**config.mk**
```make
export PLATFORM = sky130hd
export DESIGN_NAME = ubt_baud_timing
export DESIGN_NICKNAME = d
export VERILOG_FILES = /design/src/rtl/ubt_baud_timing.v
export VERILOG_INCLUDE_DIRS = /design/src /design/src/rtl
export SDC_FILE = /design/constraint.sdc
export NUM_CORES = 1
export LEC_CHECK = 0
export ABC_AREA = 1
export BUFFER_PORTS_ARGS = -buffer_cell sky130_fd_sc_hd__buf_2
export CAP_MARGIN = 40
export CORE_UTILIZATION = 61
export CTS_CLUSTER_DIAMETER = 60
export CTS_CLUSTER_SIZE = 12
export DETAILED_ROUTE_END_ITERATION = 12
export PLACE_DENSITY = 0.85
export SLEW_MARGIN = 20
export SYNTH_ARGS = -nofsm -noshare
export SYNTH_HDL_FRONTEND = slang
export SYNTH_SLANG_ARGS = --single-unit
```
**constraint.sdc**
```tcl
create_clock -name clk_sys -period 4.2 [get_ports clk_sys]
set_input_delay 1.26 -clock clk_sys [delete_from_list [all_inputs] [get_ports clk_sys]]
set_output_delay 1.26 -clock clk_sys [all_outputs]
set_load 0.01 [all_outputs]
```
**src/rtl/ubt_consts.vh**
```
/*
 * constants for the baud timing block: register map, fields, reset values, counts.
 * assumes inclusion by bare name from rtl design files only.
 */
`ifndef UBT_CONSTS_VH
`define UBT_CONSTS_VH
`define UBT_ADDR_W 4
`define UBT_OFS_CLKSEL 4'h0
`define UBT_OFS_DIVCTL 4'h4
`define UBT_OFS_MODE 4'h8
`define UBT_OFS_STATUS 4'hC
`define UBT_SEL_LSB 0
`define UBT_SEL_MSB 3
`define UBT_SEL_MAX_POW 4'hA
`define UBT_SEL_TIMER 4'hB
`define UBT_RST_SEL 4'h0
`define UBT_RST_DIV 8'hFF
`define UBT_MODE_POWER 0
`define UBT_MODE_TXE 1
`define UBT_MODE_RXE 2
`define UBT_DIV_MIN 8'h04
`define UBT_FRAME_BITS 4'hB
`define UBT_GAP_BASE 2'h2
`endif

```
**src/rtl/ubt_baud_timing.v**
```verilog
/*
 * baud-rate generator and frame timing: base clock select, 8-bit divisor,
 * tx bit pacing with back-to-back gap, rx sampling from start bit.
 * assumes an avalon-mm master on clk_sys and async serial lines on pins.
 */
// Behaviour
// - base clock select in bits 3..0
// - rx samples timed from own rx counter
// - sampling margin of two base clocks
// - tolerated rate band for 11-bit frames
// - back-to-back frames gain two base clocks
// - rx timing restarts at each start bit
// - bit rate equals base clock over 2k
// - rx counter runs one frame then halts
// - tx counter clears per frame, else runs
// - codes 0..10 divide, 11 timer, rest prohibited
`include "ubt_consts.vh"
`default_nettype none
module ubt_baud_timing #(
	parameter PRE_W = 10
) (
	input wire clk_sys,
	input wire rst,
	input wire [`UBT_ADDR_W-1:0] avs_address,
	input wire avs_read,
	input wire avs_write,
	input wire [31:0] avs_writedata,
	input wire [3:0] avs_byteenable,
	output reg [31:0] avs_readdata,
	output reg avs_waitrequest,
	input wire timer_out,
	input wire rx_pin,
	input wire tx_start,
	output reg tx_bit_tick,
	output reg tx_frame_done,
	output reg rx_sample_tick,
	output reg rx_frame_done,
	output reg baud_clk_out
);
	reg [3:0] sel_ff;
	reg [7:0] div_ff;
	reg [2:0] mode_ff;
	reg [PRE_W-1:0] pre_ff;
	reg [PRE_W-1:0] pre_d_ff;
	reg [1:0] rx_sync_ff;
	reg [1:0] tm_sync_ff;
	reg tm_prev_ff;
	reg base_en;
	reg ack_ff;
	// busy flags live with their counters below but feed the status word here
	reg tx_busy_ff;
	reg rx_busy_ff;
	// power gates both directions, so clearing it stops every counter
	wire power = mode_ff[`UBT_MODE_POWER];
	wire tx_on = power & mode_ff[`UBT_MODE_TXE];
	wire rx_on = power & mode_ff[`UBT_MODE_RXE];
	wire bad_sel = sel_ff > `UBT_SEL_TIMER;
	// bus slave: one wait cycle, then ack; unmapped reads give zero
	// readdata is captured on the request edge, so it stands at the ack edge
	always @(posedge clk_sys) begin
		if (rst) begin
			ack_ff <= 1'b0;
			avs_waitrequest <= 1'b1;
			avs_readdata <= 32'h0000_0000;
			sel_ff <= `UBT_RST_SEL;
			div_ff <= `UBT_RST_DIV;
			mode_ff <= 3'h0;
		end else begin
			ack_ff <= (avs_read | avs_write) & ~ack_ff;
			avs_waitrequest <= ~((avs_read | avs_write) & ~ack_ff);
			if (ack_ff & avs_write & avs_byteenable[0]) begin
				case (avs_address)
				`UBT_OFS_CLKSEL: sel_ff <= avs_writedata[`UBT_SEL_MSB:`UBT_SEL_LSB];
				`UBT_OFS_DIVCTL: div_ff <= avs_writedata[7:0]; // below 4 only flagged
				`UBT_OFS_MODE: mode_ff <= avs_writedata[2:0];
				default: ;
				endcase
			end
			if ((avs_read | avs_write) & ~ack_ff) begin
				case (avs_address)
				`UBT_OFS_CLKSEL: avs_readdata <= {28'h000_0000, sel_ff};
				`UBT_OFS_DIVCTL: avs_readdata <= {24'h00_0000, div_ff};
				`UBT_OFS_MODE: avs_readdata <= {29'h0000_0000, mode_ff};
				`UBT_OFS_STATUS: avs_readdata <= {27'h000_0000, bad_sel, div_ff < `UBT_DIV_MIN,
					rx_busy_ff, tx_busy_ff, baud_clk_out};
				default: avs_readdata <= 32'h0000_0000;
				endcase
			end
		end
	end
	// prescaler and pin synchronisers; first stages only feed second stages
	always @(posedge clk_sys) begin
		if (rst | ~power) begin
			pre_ff <= {PRE_W{1'b0}};
			pre_d_ff <= {PRE_W{1'b0}};
			rx_sync_ff <= 2'h3;
			tm_sync_ff <= 2'h0;
			tm_prev_ff <= 1'b0;
		end else begin
			pre_ff <= pre_ff + {{(PRE_W-1){1'b0}}, 1'b1};
			pre_d_ff <= pre_ff;
			rx_sync_ff <= {rx_sync_ff[0], rx_pin};
			tm_sync_ff <= {tm_sync_ff[0], timer_out};
			tm_prev_ff <= tm_sync_ff[1];
		end
	end
	// base clock enable: every cycle for code 0, rising edge of prescaler bit (code-1), or timer edge
	integer i;
	always @* begin
		base_en = 1'b0;
		if (power) begin
			if (sel_ff == 4'h0)
				base_en = 1'b1;
			else if (sel_ff <= `UBT_SEL_MAX_POW) begin
				for (i = 1; i <= PRE_W; i = i + 1)
					if (sel_ff == i[3:0])
						base_en = pre_ff[i-1] & ~pre_d_ff[i-1];
			end else if (sel_ff == `UBT_SEL_TIMER)
				base_en = tm_sync_ff[1] & ~tm_prev_ff;
		end
	end
	// free-running divider: k base clocks per half bit
	reg [7:0] bcnt_ff;
	always @(posedge clk_sys) begin
		if (rst | ~power) begin
			bcnt_ff <= 8'h00;
			baud_clk_out <= 1'b0;
		end else if (base_en) begin
			if (bcnt_ff + 8'h01 >= div_ff) begin
				bcnt_ff <= 8'h00;
				baud_clk_out <= ~baud_clk_out;
			end else
				bcnt_ff <= bcnt_ff + 8'h01;
		end
	end
	// tx counter: bit time is 2k base clocks; 2-clock gap between frames
	reg [8:0] tcnt_ff;
	reg [3:0] tbit_ff;
	reg [1:0] tgap_ff;
	reg tx_pend_ff;
	wire [8:0] bit_len = {div_ff, 1'b0};
	always @(posedge clk_sys) begin
		tx_bit_tick <= 1'b0;
		tx_frame_done <= 1'b0;
		if (rst | ~tx_on) begin
			tcnt_ff <= 9'h000;
			tbit_ff <= 4'h0;
			tgap_ff <= 2'h0;
			tx_busy_ff <= 1'b0;
			tx_pend_ff <= 1'b0;
		end else begin
			// a start during the gap is queued too, otherwise it would be lost
			if (tx_start & (tx_busy_ff | (tgap_ff != 2'h0)))
				tx_pend_ff <= 1'b1;
			if (tx_start & ~tx_busy_ff & (tgap_ff == 2'h0)) begin
				tcnt_ff <= 9'h000; // first start clears the counter
				tbit_ff <= 4'h0;
				tx_busy_ff <= 1'b1;
			end else if (base_en) begin
				if (tgap_ff != 2'h0) begin
					tgap_ff <= tgap_ff - 2'h1;
					if (tgap_ff == 2'h1) begin
						tcnt_ff <= 9'h000;
						tbit_ff <= 4'h0;
						tx_busy_ff <= 1'b1;
					end
				end else if (tcnt_ff + 9'h001 >= bit_len) begin
					tcnt_ff <= 9'h000;
					if (tx_busy_ff) begin
						tx_bit_tick <= 1'b1;
						if (tbit_ff == `UBT_FRAME_BITS - 4'h1) begin
							tx_frame_done <= 1'b1;
							tx_busy_ff <= 1'b0;
							if (tx_pend_ff | tx_start) begin
								tgap_ff <= `UBT_GAP_BASE;
								tx_pend_ff <= 1'b0;
							end
						end else
							tbit_ff <= tbit_ff + 4'h1;
					end
				end else
					tcnt_ff <= tcnt_ff + 9'h001; // idle keeps counting
			end
		end
	end
	// rx counter: starts on start bit, samples at mid-bit, halts after frame
	reg [8:0] rcnt_ff;
	reg [3:0] rbit_ff;
	wire rx_low = ~rx_sync_ff[1];
	always @(posedge clk_sys) begin
		rx_sample_tick <= 1'b0;
		rx_frame_done <= 1'b0;
		if (rst | ~rx_on) begin
			rcnt_ff <= 9'h000;
			rbit_ff <= 4'h0;
			rx_busy_ff <= 1'b0;
		end else if (~rx_busy_ff) begin
			if (rx_low) begin
				rx_busy_ff <= 1'b1;
				rcnt_ff <= 9'h000;
				rbit_ff <= 4'h0;
			end
		end else if (base_en) begin
			// mid-bit sample at k leaves >=2 base clock margin for k>=4
			if (rcnt_ff + 9'h001 == {1'b0, div_ff}) begin
				rx_sample_tick <= 1'b1;
				if (rbit_ff == `UBT_FRAME_BITS - 4'h1) begin
					rx_frame_done <= 1'b1;
					rx_busy_ff <= 1'b0;
				end
			end
			if (rcnt_ff + 9'h001 >= bit_len) begin
				rcnt_ff <= 9'h000;
				rbit_ff <= rbit_ff + 4'h1;
			end else
				rcnt_ff <= rcnt_ff + 9'h001;
		end
	end
endmodule // ubt_baud_timing
`default_nettype wire

```
==> impl_metrics.json, run 1 <==
{
  "numCtsBuffers": 9,
  "yosys_warnings": 0,
  "synthMostInstantiatedCell": "nand2_1",
  "status": "finished clean",
  "viasPerCell": 5.400,
  "drv_cap": 0,
  "worstReg2RegEnd": "tcnt_ff[7]",
  "syn2layout_area_growth_pct": 6.799,
  "p_leak_nw": 2.351,
  "critical_path_required_ns": 4.42,
  "grtUsageTotal_pct": 27.03,
  "grt_pass1_vias": 4398,
  "r2r_cells": 15,
  "drive_gt1_share_pct": 8.919,
  "via_count": 4563,
  "synth-seq-area-share_pct": 36.78,
  "hold_path_class": "reg -> reg",
  "fin_cells": 845,
  "netlist_area_mm2": 0.005116,
  "drt-pass1-iter-count": 5,
  "max_freq_ghz": 0.3176,
  "synth-edff-count": 0,
  "synth_cells": 703,
  "worst-endpoint-arrival_ns": 3.37,
  "drt_iter0_drc": 289,
  "r2r_start": "tcnt_ff[0]",
  "ys.flop_type": "dfxtp_1",
  "worst-setup-path-type": "reg -> reg",
  "tritoncts": "yes",
  "die_w_um": 93.58,
  "slew_headroom_pct": 42.66,
  "die_h_um": 93.58,
  "grt_max_degree": 24,
  "start_util_pct": 62.58,
  "routed_wl_mm": 11.16,
  "finalNetCount": 817,
  "antenna_found_initial": 0,
  "ir_drop_v": 0.0001946,
  "async_reset_ff_share_pct": 0,
  "port_buffers": 33,
  "rows": 33,
  "place.gp.congestion": 0.8619,
  "cts_buffer_depth": 2,
  "htree_num_levels": 3,
  "worstPathMaxFanout": 8,
  "root_buffer": "clkbuf_8",
  "final_util_pct": 66.84,
  "dp_hpwl_mm": 8.376,
  "cts_setup_buffers": 0,
  "synth_seq_cells": 94,
  "synth_top_area_share_pct": 36.78,
  "start_kind": "flop",
  "drc": 0,
  "synth_common_cells": "nand2_1, inv_1, nor2_1, dfxtp_1, a21oi_1",
  "clk_latency_ns": 0.38,
  "fp.dieArea_mm2": 0.008757,
  "whs_path_depth": 2,
  "clkSinkCount": 94,
  "post-route-min-period_ns": 3.149,
  "worst_pin_slew_ns": 0.8570,
  "clkSlewWorstSetupHoldPaths_ns": 0.10,
  "drv_slew": 0,
  "fin_skew_ns": 0.01542,
  "whs_endpoint": "tm_sync_ff[1]",
  "reg2reg_slack_ns": 1.05,
  "ant_nets": 0,
  "setup_viol": 0,
  "grt_first_pass_wirelength_mm": 18.77,
  "powerDensity_mw_per_mm2": 288.9,
  "grt_overflow": 0,
  "syn_area_per_cell_um2": 7.278,
  "cts.repair.resized": 0,
  "post-route-period-util_pct": 74.98,
  "dp_cells": 829,
  "ys_top_cells_by_area": "dfxtp_1, ha_1, nand2_1, inv_1, nor2_1",
  "yosys.cell_types.count": 39,
  "coreArea_mm2": 0.008175,
  "hold_start": "tm_sync_ff[0]",
  "yosysTopAreaCell": "dfxtp_1",
  "rsz0062_at_grt": "no",
  "routedWlPerCell_um": 13.20,
  "hold_violations": 0,
  "io_pins": 85,
  "endpoint_kind": "flop",
  "cts_hold_buffers": 0,
  "diodes": 0,
  "final.setup.tns_ns": 0
}
worst max path at each step:
stage / startpoint / to / slack (ns) / depth (start not counted)
floorplan: avs_address[1] / div_ff[1] / 1.60 / 7
global placement: rst / tcnt_ff[5] / 0.98 / 7
detailed placement: rst / tcnt_ff[7] / 0.82 / 7
CTS: tcnt_ff[0] / tcnt_ff[7] / 1.07 / 15
global route: rcnt_ff[0] / rbit_ff[1] / 0.76 / 14
finish: tcnt_ff[0] / tcnt_ff[7] / 1.05 / 15
where the power goes:
group	switching (W)	internal [W]	total, W
registers	0.00000192	0.000894	0.000896
logic	0.0000349	0.0000139	0.0000488
clock network	0.000347	0.000287	0.000634
stage by stage:
step / total power (W) / cell area [µm²] / worst slack, ns / hold slack [ns]
3_3_place_gp: 0.0009629 / 5260 / 0.9752 / 0.3950
6_report: 0.001578 / 5464 / 1.051 / 0.4289
5_1_grt: 0.001630 / 5464 / 0.7622 / 0.4668
2_1_floorplan: 0.0009623 / 5202 / 1.602 / 0.3925
3_5_place_dp: 0.0009642 / 5260 / 0.8173 / 0.4129
4_1_cts: 0.001586 / 5464 / 1.069 / 0.4284
layout by cell type, fill, tap and decap left out, types with 3 or more instances in the layout:
| cell type | count |
|---|---|
| nand2_1 | 104 |
| nor3_1 | 15 |
| conb_1 | 24 |
| o22ai_1 | 11 |
| nand3b_1 | 4 |
| nand2_4 | 3 |
| xnor2_1 | 5 |
| nand4_1 | 17 |
| nor2_2 | 3 |
| inv_6 | 3 |
| a31oi_1 | 3 |
| clkbuf_8 | 9 |
| nor4_1 | 6 |
| o21ai_0 | 37 |
| inv_1 | 98 |
| xor2_1 | 17 |
| dfxtp_1 | 94 |
| ha_1 | 35 |
| a21oi_1 | 50 |
| nand3_1 | 35 |
| nor2_1 | 95 |
| o211ai_1 | 9 |
| or2_2 | 4 |
| a221oi_1 | 3 |
| buf_2 | 33 |
| inv_2 | 4 |
state kept, by name (all words and copies together), names as in the netlist, 2 cells and up:
signal        cells
avs_readdata      8
bcnt_ff           8
div_ff            8
mode_ff           3
pre_d_ff         10
pre_ff           10
rbit_ff           4
rcnt_ff           9
rx_sync_ff        2
sel_ff            4
tbit_ff           4
tcnt_ff           9
tgap_ff           2
tm_sync_ff        2
critical path, cell delays in order, from the launching register on:
cell	delay (ns)
dfxtp_1	0.41
ha_1	0.20
nand2_1	0.07
inv_1	0.09
nand4_1	0.13
nor2_1	0.13
nand2_1	0.07
xnor2_1	0.14
ha_1	0.33
inv_1	0.07
o31a_1	0.28
and2_1	0.17
nand3_1	0.12
inv_1	0.10
o21bai_1	0.56
a21oi_1	0.12
metal layers:
metal,GRT usage [%],share of wire [%],up-vias
met5,0,0,-
met4,14.10,3.2,0
met3,4.065,3.8,32
met2,47.98,50,118
met1,31.28,43,2093
li1,-,-,2320
kinds of logic after synthesis:
family	after synthesis	synth area share, %
other	1	0.07330
XOR/XNOR	22	3.766
AO/OA/AOI/OAI	119	12.94
buffers and inverters	139	12.30
adder cells (fa/ha/maj)	35	8.560
flip-flops	94	36.78
AND/OR/NAND/NOR	293	25.58
layout make-up:
class | instances | area, µm²
Inverter | 104 | 390.4
Fill cell | 721 | 2711
Timing Repair Buffer | 33 | 165.2
Clock buffer | 10 | 127.6
Multi-Input combinational cell | 493 | 2691
Tap cell | 105 | 131.4
Sequential cell | 94 | 1882
Clock inverter | 6 | 76.32
No activity file was read; power rests on OpenSTA's default activity.
==> run 2, diff against run 1 <==
--- a/config.mk
+++ b/config.mk
@@ -9,11 +9,11 @@
 export ABC_AREA = 1
 export BUFFER_PORTS_ARGS = -buffer_cell sky130_fd_sc_hd__buf_2
 export CAP_MARGIN = 40
-export CORE_UTILIZATION = 61
+export CORE_UTILIZATION = 57
 export CTS_CLUSTER_DIAMETER = 60
 export CTS_CLUSTER_SIZE = 12
 export DETAILED_ROUTE_END_ITERATION = 12
-export PLACE_DENSITY = 0.85
+export PLACE_DENSITY = 0.81
 export SLEW_MARGIN = 20
 export SYNTH_ARGS = -nofsm -noshare
 export SYNTH_HDL_FRONTEND = slang
==> constraint.sdc (replaced) <==
create_clock -name clk_sys -period 2.9 [get_ports clk_sys]
set_input_delay 0.87 -clock clk_sys [delete_from_list [all_inputs] [get_ports clk_sys]]
set_output_delay 0.87 -clock clk_sys [all_outputs]
set_load 0.01 [all_outputs]
==> run 2 against run 1 <==
Compared with the run above: sequential power is 45% higher; worst hold slack worse by 0.0077 ns; die area is 6.9% higher; sequential share of layout area is 0.73 points lower; routed wire length is 0.63% higher; sequential cell count stayed put; global-route usage is 2.7 points lower; critical path depth is 1 higher; final area is 2.3% higher; largest cell class unchanged.
==> impl_metrics.json, run 2 (synthesized netlist as in run 1, its figures left out) <==
{
  "hold_path_class": "reg -> reg",
  "drive_gt1_share_pct": 11.07,
  "path_cells": "ha_1 > nand2_1 > inv_1 > nand4_1 > nor2_1 > nand2_1 > xnor2_1 > ha_1 > inv_1 > o31a_1 > and2_1 > nand3_2 > inv_1 > o21bai_1 > buf_4 > a21oi_1",
  "clkSinkCount": 94,
  "dp_hpwl_mm": 8.434,
  "diodes": 0,
  "port_buffers": 33,
  "rows": 34,
  "total_power_w": 0.002337,
  "place_area_mm2": 0.005324,
  "finalNetCount": 827,
  "status": "finished clean",
  "cts_buffer_depth": 2,
  "stdcell_area_mm2": 0.005589,
  "final_cell_mix": "nand2_1, inv_1, nor2_1",
  "ant_nets": 0,
  "worstReg2RegEnd": "tcnt_ff[2]",
  "powerDensity_mw_per_mm2": 418.2,
  "top_regs": "pre_d_ff x10, pre_ff x10",
  "drv_slew": 0,
  "worst_pin_slew_ns": 0.6215,
  "coreArea_mm2": 0.008721,
  "grt_first_pass_wirelength_mm": 18.93,
  "htree_num_levels": 3,
  "grt_overflow": 0,
  "endpoint_kind": "flop",
  "clk_latency_ns": 0.36,
  "fin_skew_ns": 0.008124,
  "syn2layout_area_growth_pct": 9.244,
  "grtUsageTotal_pct": 24.38,
  "via_count": 4635,
  "dp_cells": 840,
  "viasPerCell": 5.402,
  "worstSetupStartpoint": "tcnt_ff[1]",
  "antenna_found_initial": 0,
  "fin_cells": 858,
  "drt_iter0_drc": 252,
  "worst-endpoint-arrival_ns": 2.95,
  "p_leak_nw": 2.403,
  "max_freq_ghz": 0.3711,
  "hold_start": "tm_sync_ff[0]",
  "place.gp.congestion": 0.8520,
  "ir_drop_v": 0.0002831,
  "multi_input_area_mm2": 0.002719,
  "slew_headroom_pct": 58.52,
  "seqCellArea_mm2": 0.001884,
  "clkSlewWorstSetupHoldPaths_ns": 0.09,
  "routed_wl_mm": 11.23,
  "post-route-period-util_pct": 92.93,
  "start_kind": "flop",
  "die_h_um": 96.74,
  "n_fill_cell": 777,
  "whs_path_depth": 2,
  "root_buffer": "clkbuf_8",
  "r2r_start": "tcnt_ff[1]",
  "fp.dieArea_mm2": 0.009359,
  "worstPathMaxFanout": 8,
  "worst-setup-path-type": "reg -> reg",
  "r2r_cells": 16,
  "grt_pass1_vias": 4345,
  "post-route-min-period_ns": 2.695,
  "drv_cap": 0,
  "tritoncts": "yes",
  "grt_max_degree": 24,
  "die_w_um": 96.74,
  "crit_path_frequent_cell": "inv_1",
  "hold_violations": 0,
  "routedWlPerCell_um": 13.09,
  "drt-pass1-iter-count": 4,
  "io_pins": 85,
  "slowest_stage": "dfxtp_1",
  "whs_endpoint": "tm_sync_ff[1]",
  "setup_viol": 0,
  "max_stage_delay_ns": 0.38,
  "final_common_cell": "nand2_1",
  "reg2reg_slack_ns": 0.21,
  "critical_path_required_ns": 3.15,
  "start_util_pct": 58.67,
  "drc": 0,
  "numCtsBuffers": 9
}
run 2: cell count changes in the layout (fill, tap and decap cells not counted), moves of 2 or more:
cell        previous run  this run
dfxtp_1               94        92
nor3_2                 0         2
buf_4                  0        10
dfxtp_2                0         2
clkinvlp_4             0         2
nor3_1                15        13
run 2: per-layer routing:
layer / track usage [%] / routed length [µm] / vias to the layer above
met1: 28.92 / 4896 / 2163
met3: 4.986 / 512 / 16
met5: 0 / 0 / -
met2: 43.82 / 5652 / 113
li1: - / - / 2343
met4: 7.692 / 166 / 0
run 2: power breakdown:
group	internal, W	switching (W)
Clock	0.000492	0.000477
Combinational	0.0000204	0.0000505
Sequential	0.00129	0.00000275
Total	0.00181	0.000530
run 2: metrics by stage:
step / utilization [%] / setup slack [ns] / TNS (ns) / hold WS [ns]
after global placement: 61.05 / 0.2405 / 0 / 0.3972
after detailed placement: 61.05 / 0.1441 / 0 / 0.4129
after floorplan: - / 0.3283 / 0 / 0.3925
after CTS: 63.57 / 0.1151 / 0 / 0.4269
final: 64.09 / 0.2052 / 0 / 0.4212
after global routing: 64.09 / -0.008893 / -0.009006 / 0.4364
run 2: how the worst max path moves through the flow:
stage,to,slack (ns)
6_report,tcnt_ff[2],0.21
5_1_grt,tcnt_ff[4],-0.009
4_1_cts,tcnt_ff[2],0.12
3_5_place_dp,tcnt_ff[2],0.14
3_3_place_gp,tbit_ff[2],0.24
2_1_floorplan,tcnt_ff[1],0.33
run 2: worst max-delay path: cells and delay by family, from the launching register on:
kind                     cells  cell delay [ns]
AND/OR/NAND/NOR              6             0.66
adder cells (fa/ha/maj)      2             0.51
AO/OA/AOI/OAI                3             0.48
buffers and inverters        4             0.43
flip-flops                   1             0.38
XOR/XNOR                     1             0.14
run 2: final cells by class:
type	instances	share of cell area (%)
repair buffers	43	4.298
flip-flops and latches	94	33.71
multi-input cells	493	48.65
clock inverters	6	1.657
clock buffers	10	2.283
inverters	104	6.985
well taps	108	2.418
run 2: what timing repair did:
item                                    in CTS  in global routing
hold buffers                                 0                  0
endpoints found under the setup margin       0                 23
setup buffers                                0                  2
resized for setup                            0                  7
==> run 3, diff against run 2 <==
==> constraint.sdc (replaced) <==
create_clock -name clk_sys -period 2.7 [get_ports clk_sys]
set_input_delay 0.81 -clock clk_sys [delete_from_list [all_inputs] [get_ports clk_sys]]
set_output_delay 0.81 -clock clk_sys [all_outputs]
set_load 0.01 [all_outputs]
==> run 3 against run 2 <==
Compared with the run above: total power grew 7.8%; worst hold slack lost 0.0062 ns; critical path depth shrank 1; sequential cell count is the same; sequential share of layout area shrank 1.4 points; non-clock buffer count grew 15; combinational power grew 8.2%; critical path type unchanged; highest routed layer unchanged.
==> impl_metrics.json, run 3 (synthesized netlist as in run 1, its figures left out) <==
{
  "status": "finished clean",
  "htree_num_levels": 3,
  "slew_headroom_pct": 59.22,
  "routed-wl-met3_um": 409,
  "setup_viol": 0,
  "seq_power_share_pct": 55.2,
  "die_w_um": 96.74,
  "top_layer_used": "met4",
  "worstPathMaxFanout": 5,
  "grt_max_degree": 24,
  "stdcell_area_mm2": 0.005848,
  "tritoncts": "yes",
  "dp_slack_ns": -0.09219,
  "cts_buffer_depth": 2,
  "fin_cells": 873,
  "setup_ws_ns": 0.06244,
  "grt_overflow": 0,
  "hold_path_class": "reg -> reg",
  "drt-pass1-iter-count": 5,
  "p_switching_w": 0.0005776,
  "critical_path_required_ns": 3.01,
  "worst_pin_slew_ns": 0.6110,
  "syn2layout_area_growth_pct": 14.31,
  "routed_wl_mm": 12.12,
  "start_util_pct": 58.67,
  "top_regs": "pre_d_ff x10, pre_ff x10",
  "switching_share_pct": 22.93,
  "drv_slew": 0,
  "clk_latency_ns": 0.37,
  "drv_cap": 0,
  "routedWlPerCell_um": 13.88,
  "final_cell_mix": "nand2_1, inv_1, nor2_1",
  "multi_input_area_mm2": 0.002849,
  "via_count": 4716,
  "die_h_um": 96.74,
  "m1WireLength_mm": 5.265,
  "numCtsBuffers": 9,
  "post-route-min-period_ns": 2.638,
  "port_buffers": 33,
  "clkSlewWorstSetupHoldPaths_ns": 0.10,
  "coreArea_mm2": 0.008721,
  "worst-setup-path-type": "reg -> reg",
  "powerDensity_mw_per_mm2": 430.7,
  "diodes": 0,
  "wl_met2_mm": 6.135,
  "place.gp.congestion": 0.8922,
  "hold_violations": 0,
  "ant_nets": 0,
  "rsz0062_at_grt": "yes",
  "viasPerCell": 5.402,
  "p_leak_nw": 2.494,
  "endpoint_kind": "flop",
  "clkSinkCount": 94,
  "post-route-period-util_pct": 97.69,
  "grt_pass1_vias": 4355,
  "p_int_w": 0.001941,
  "fp.dieArea_mm2": 0.009359,
  "grt_first_pass_wirelength_mm": 19.02,
  "ir_drop_v": 0.0003593,
  "start_kind": "flop",
  "final_common_cell": "nand2_1",
  "rows": 34,
  "max_freq_ghz": 0.3791,
  "place_area_mm2": 0.005369,
  "worst-endpoint-arrival_ns": 2.95,
  "fin_skew_ns": 0.01528,
  "seqCellArea_mm2": 0.001892,
  "drive_gt1_share_pct": 16.99,
  "dp_cells": 846,
  "clockPowerShare_pct": 41.7,
  "grtUsageTotal_pct": 24.72,
  "antenna_found_initial": 0,
  "dp_hpwl_mm": 8.580,
  "root_buffer": "clkbuf_8",
  "n_fill_cell": 751,
  "io_pins": 85,
  "combPwrFrac_pct": 3.0,
  "finalNetCount": 842,
  "drc": 0,
  "drt_iter0_drc": 193
}
-- run 3: cell types whose count changed in the layout (fill, tap and decap cells not counted), sizes merged --
cell,previous run,this run
buf,43,58
clkinvlp,2,0
clkinv,2,3
inv,104,105
-- run 3: final timing paths --
check,start,to,slack [ns],depth (start not counted)
hold / removal,tm_sync_ff[0],tm_sync_ff[1],0.42,2
hold reg to reg,tm_sync_ff[0],tm_sync_ff[1],0.42,2
setup reg to reg,rcnt_ff[1],rcnt_ff[7],0.06,15
setup / recovery,rcnt_ff[1],rcnt_ff[7],0.06,15
-- run 3: area by class of cell --
cell class	count	share of cell area, %
flip-flops and latches	94	32.35
clock buffers	10	2.182
clock inverters	6	1.562
repair buffers	58	6.162
inverters	104	6.718
well taps	108	2.311
multi-input cells	493	48.72
-- run 3: what timing repair did --
action | 4_1_cts | 5_1_grt
hold buffers | 0 | 0
pin swaps | 1 | 21
endpoints found under the hold margin | 0 | 0
resized for setup | 3 | 45
cloned | 0 | 0
setup endpoints to repair | 14 | 32
setup buffers | 2 | 9
-- run 3: routing by layer --
layer | vias to the layer above | global-route usage (%)
li1 | 2373 | -
met1 | 2193 | 29.06
met2 | 122 | 44.47
met3 | 28 | 3.251
met4 | 0 | 11.25
met5 | - | 0
-- run 3: through the flow --
stage / power [W] / utilization (%) / hold WS (ns) / TNS (ns)
2_1_floorplan: 0.001497 / - / 0.3925 / 0
3_3_place_gp: 0.001498 / 61.56 / 0.3993 / 0
3_5_place_dp: 0.001500 / 61.56 / 0.4027 / -1.031
4_1_cts: 0.002531 / 64.42 / 0.4171 / 0
5_1_grt: 0.002588 / 67.06 / 0.4423 / -1.614
6_report: 0.002519 / 67.06 / 0.4150 / 0
-- run 3: critical path: stages, from the launching register on --
cell,delay (ns)
dfxtp_2,0.36
ha_4,0.14
nand4_1,0.14
nor2_1,0.13
nand2_1,0.09
nor2_2,0.13
xor2_1,0.24
ha_1,0.31
a21oi_2,0.16
o31ai_2,0.10
a21oi_2,0.13
nand3_2,0.15
buf_4,0.18
a21oi_1,0.12
o21ai_0,0.11
nor2_1,0.08
-- run 3: power by group through the flow --
stage	logic, W	registers [W]	clock network (W)
3_3_place_gp	0.0000729	0.00143	0
2_1_floorplan	0.0000708	0.00143	0
4_1_cts	0.0000749	0.00139	0.00106
5_1_grt	0.0000854	0.00139	0.00111
6_report	0.0000766	0.00139	0.00105
3_5_place_dp	0.0000744	0.00143	0
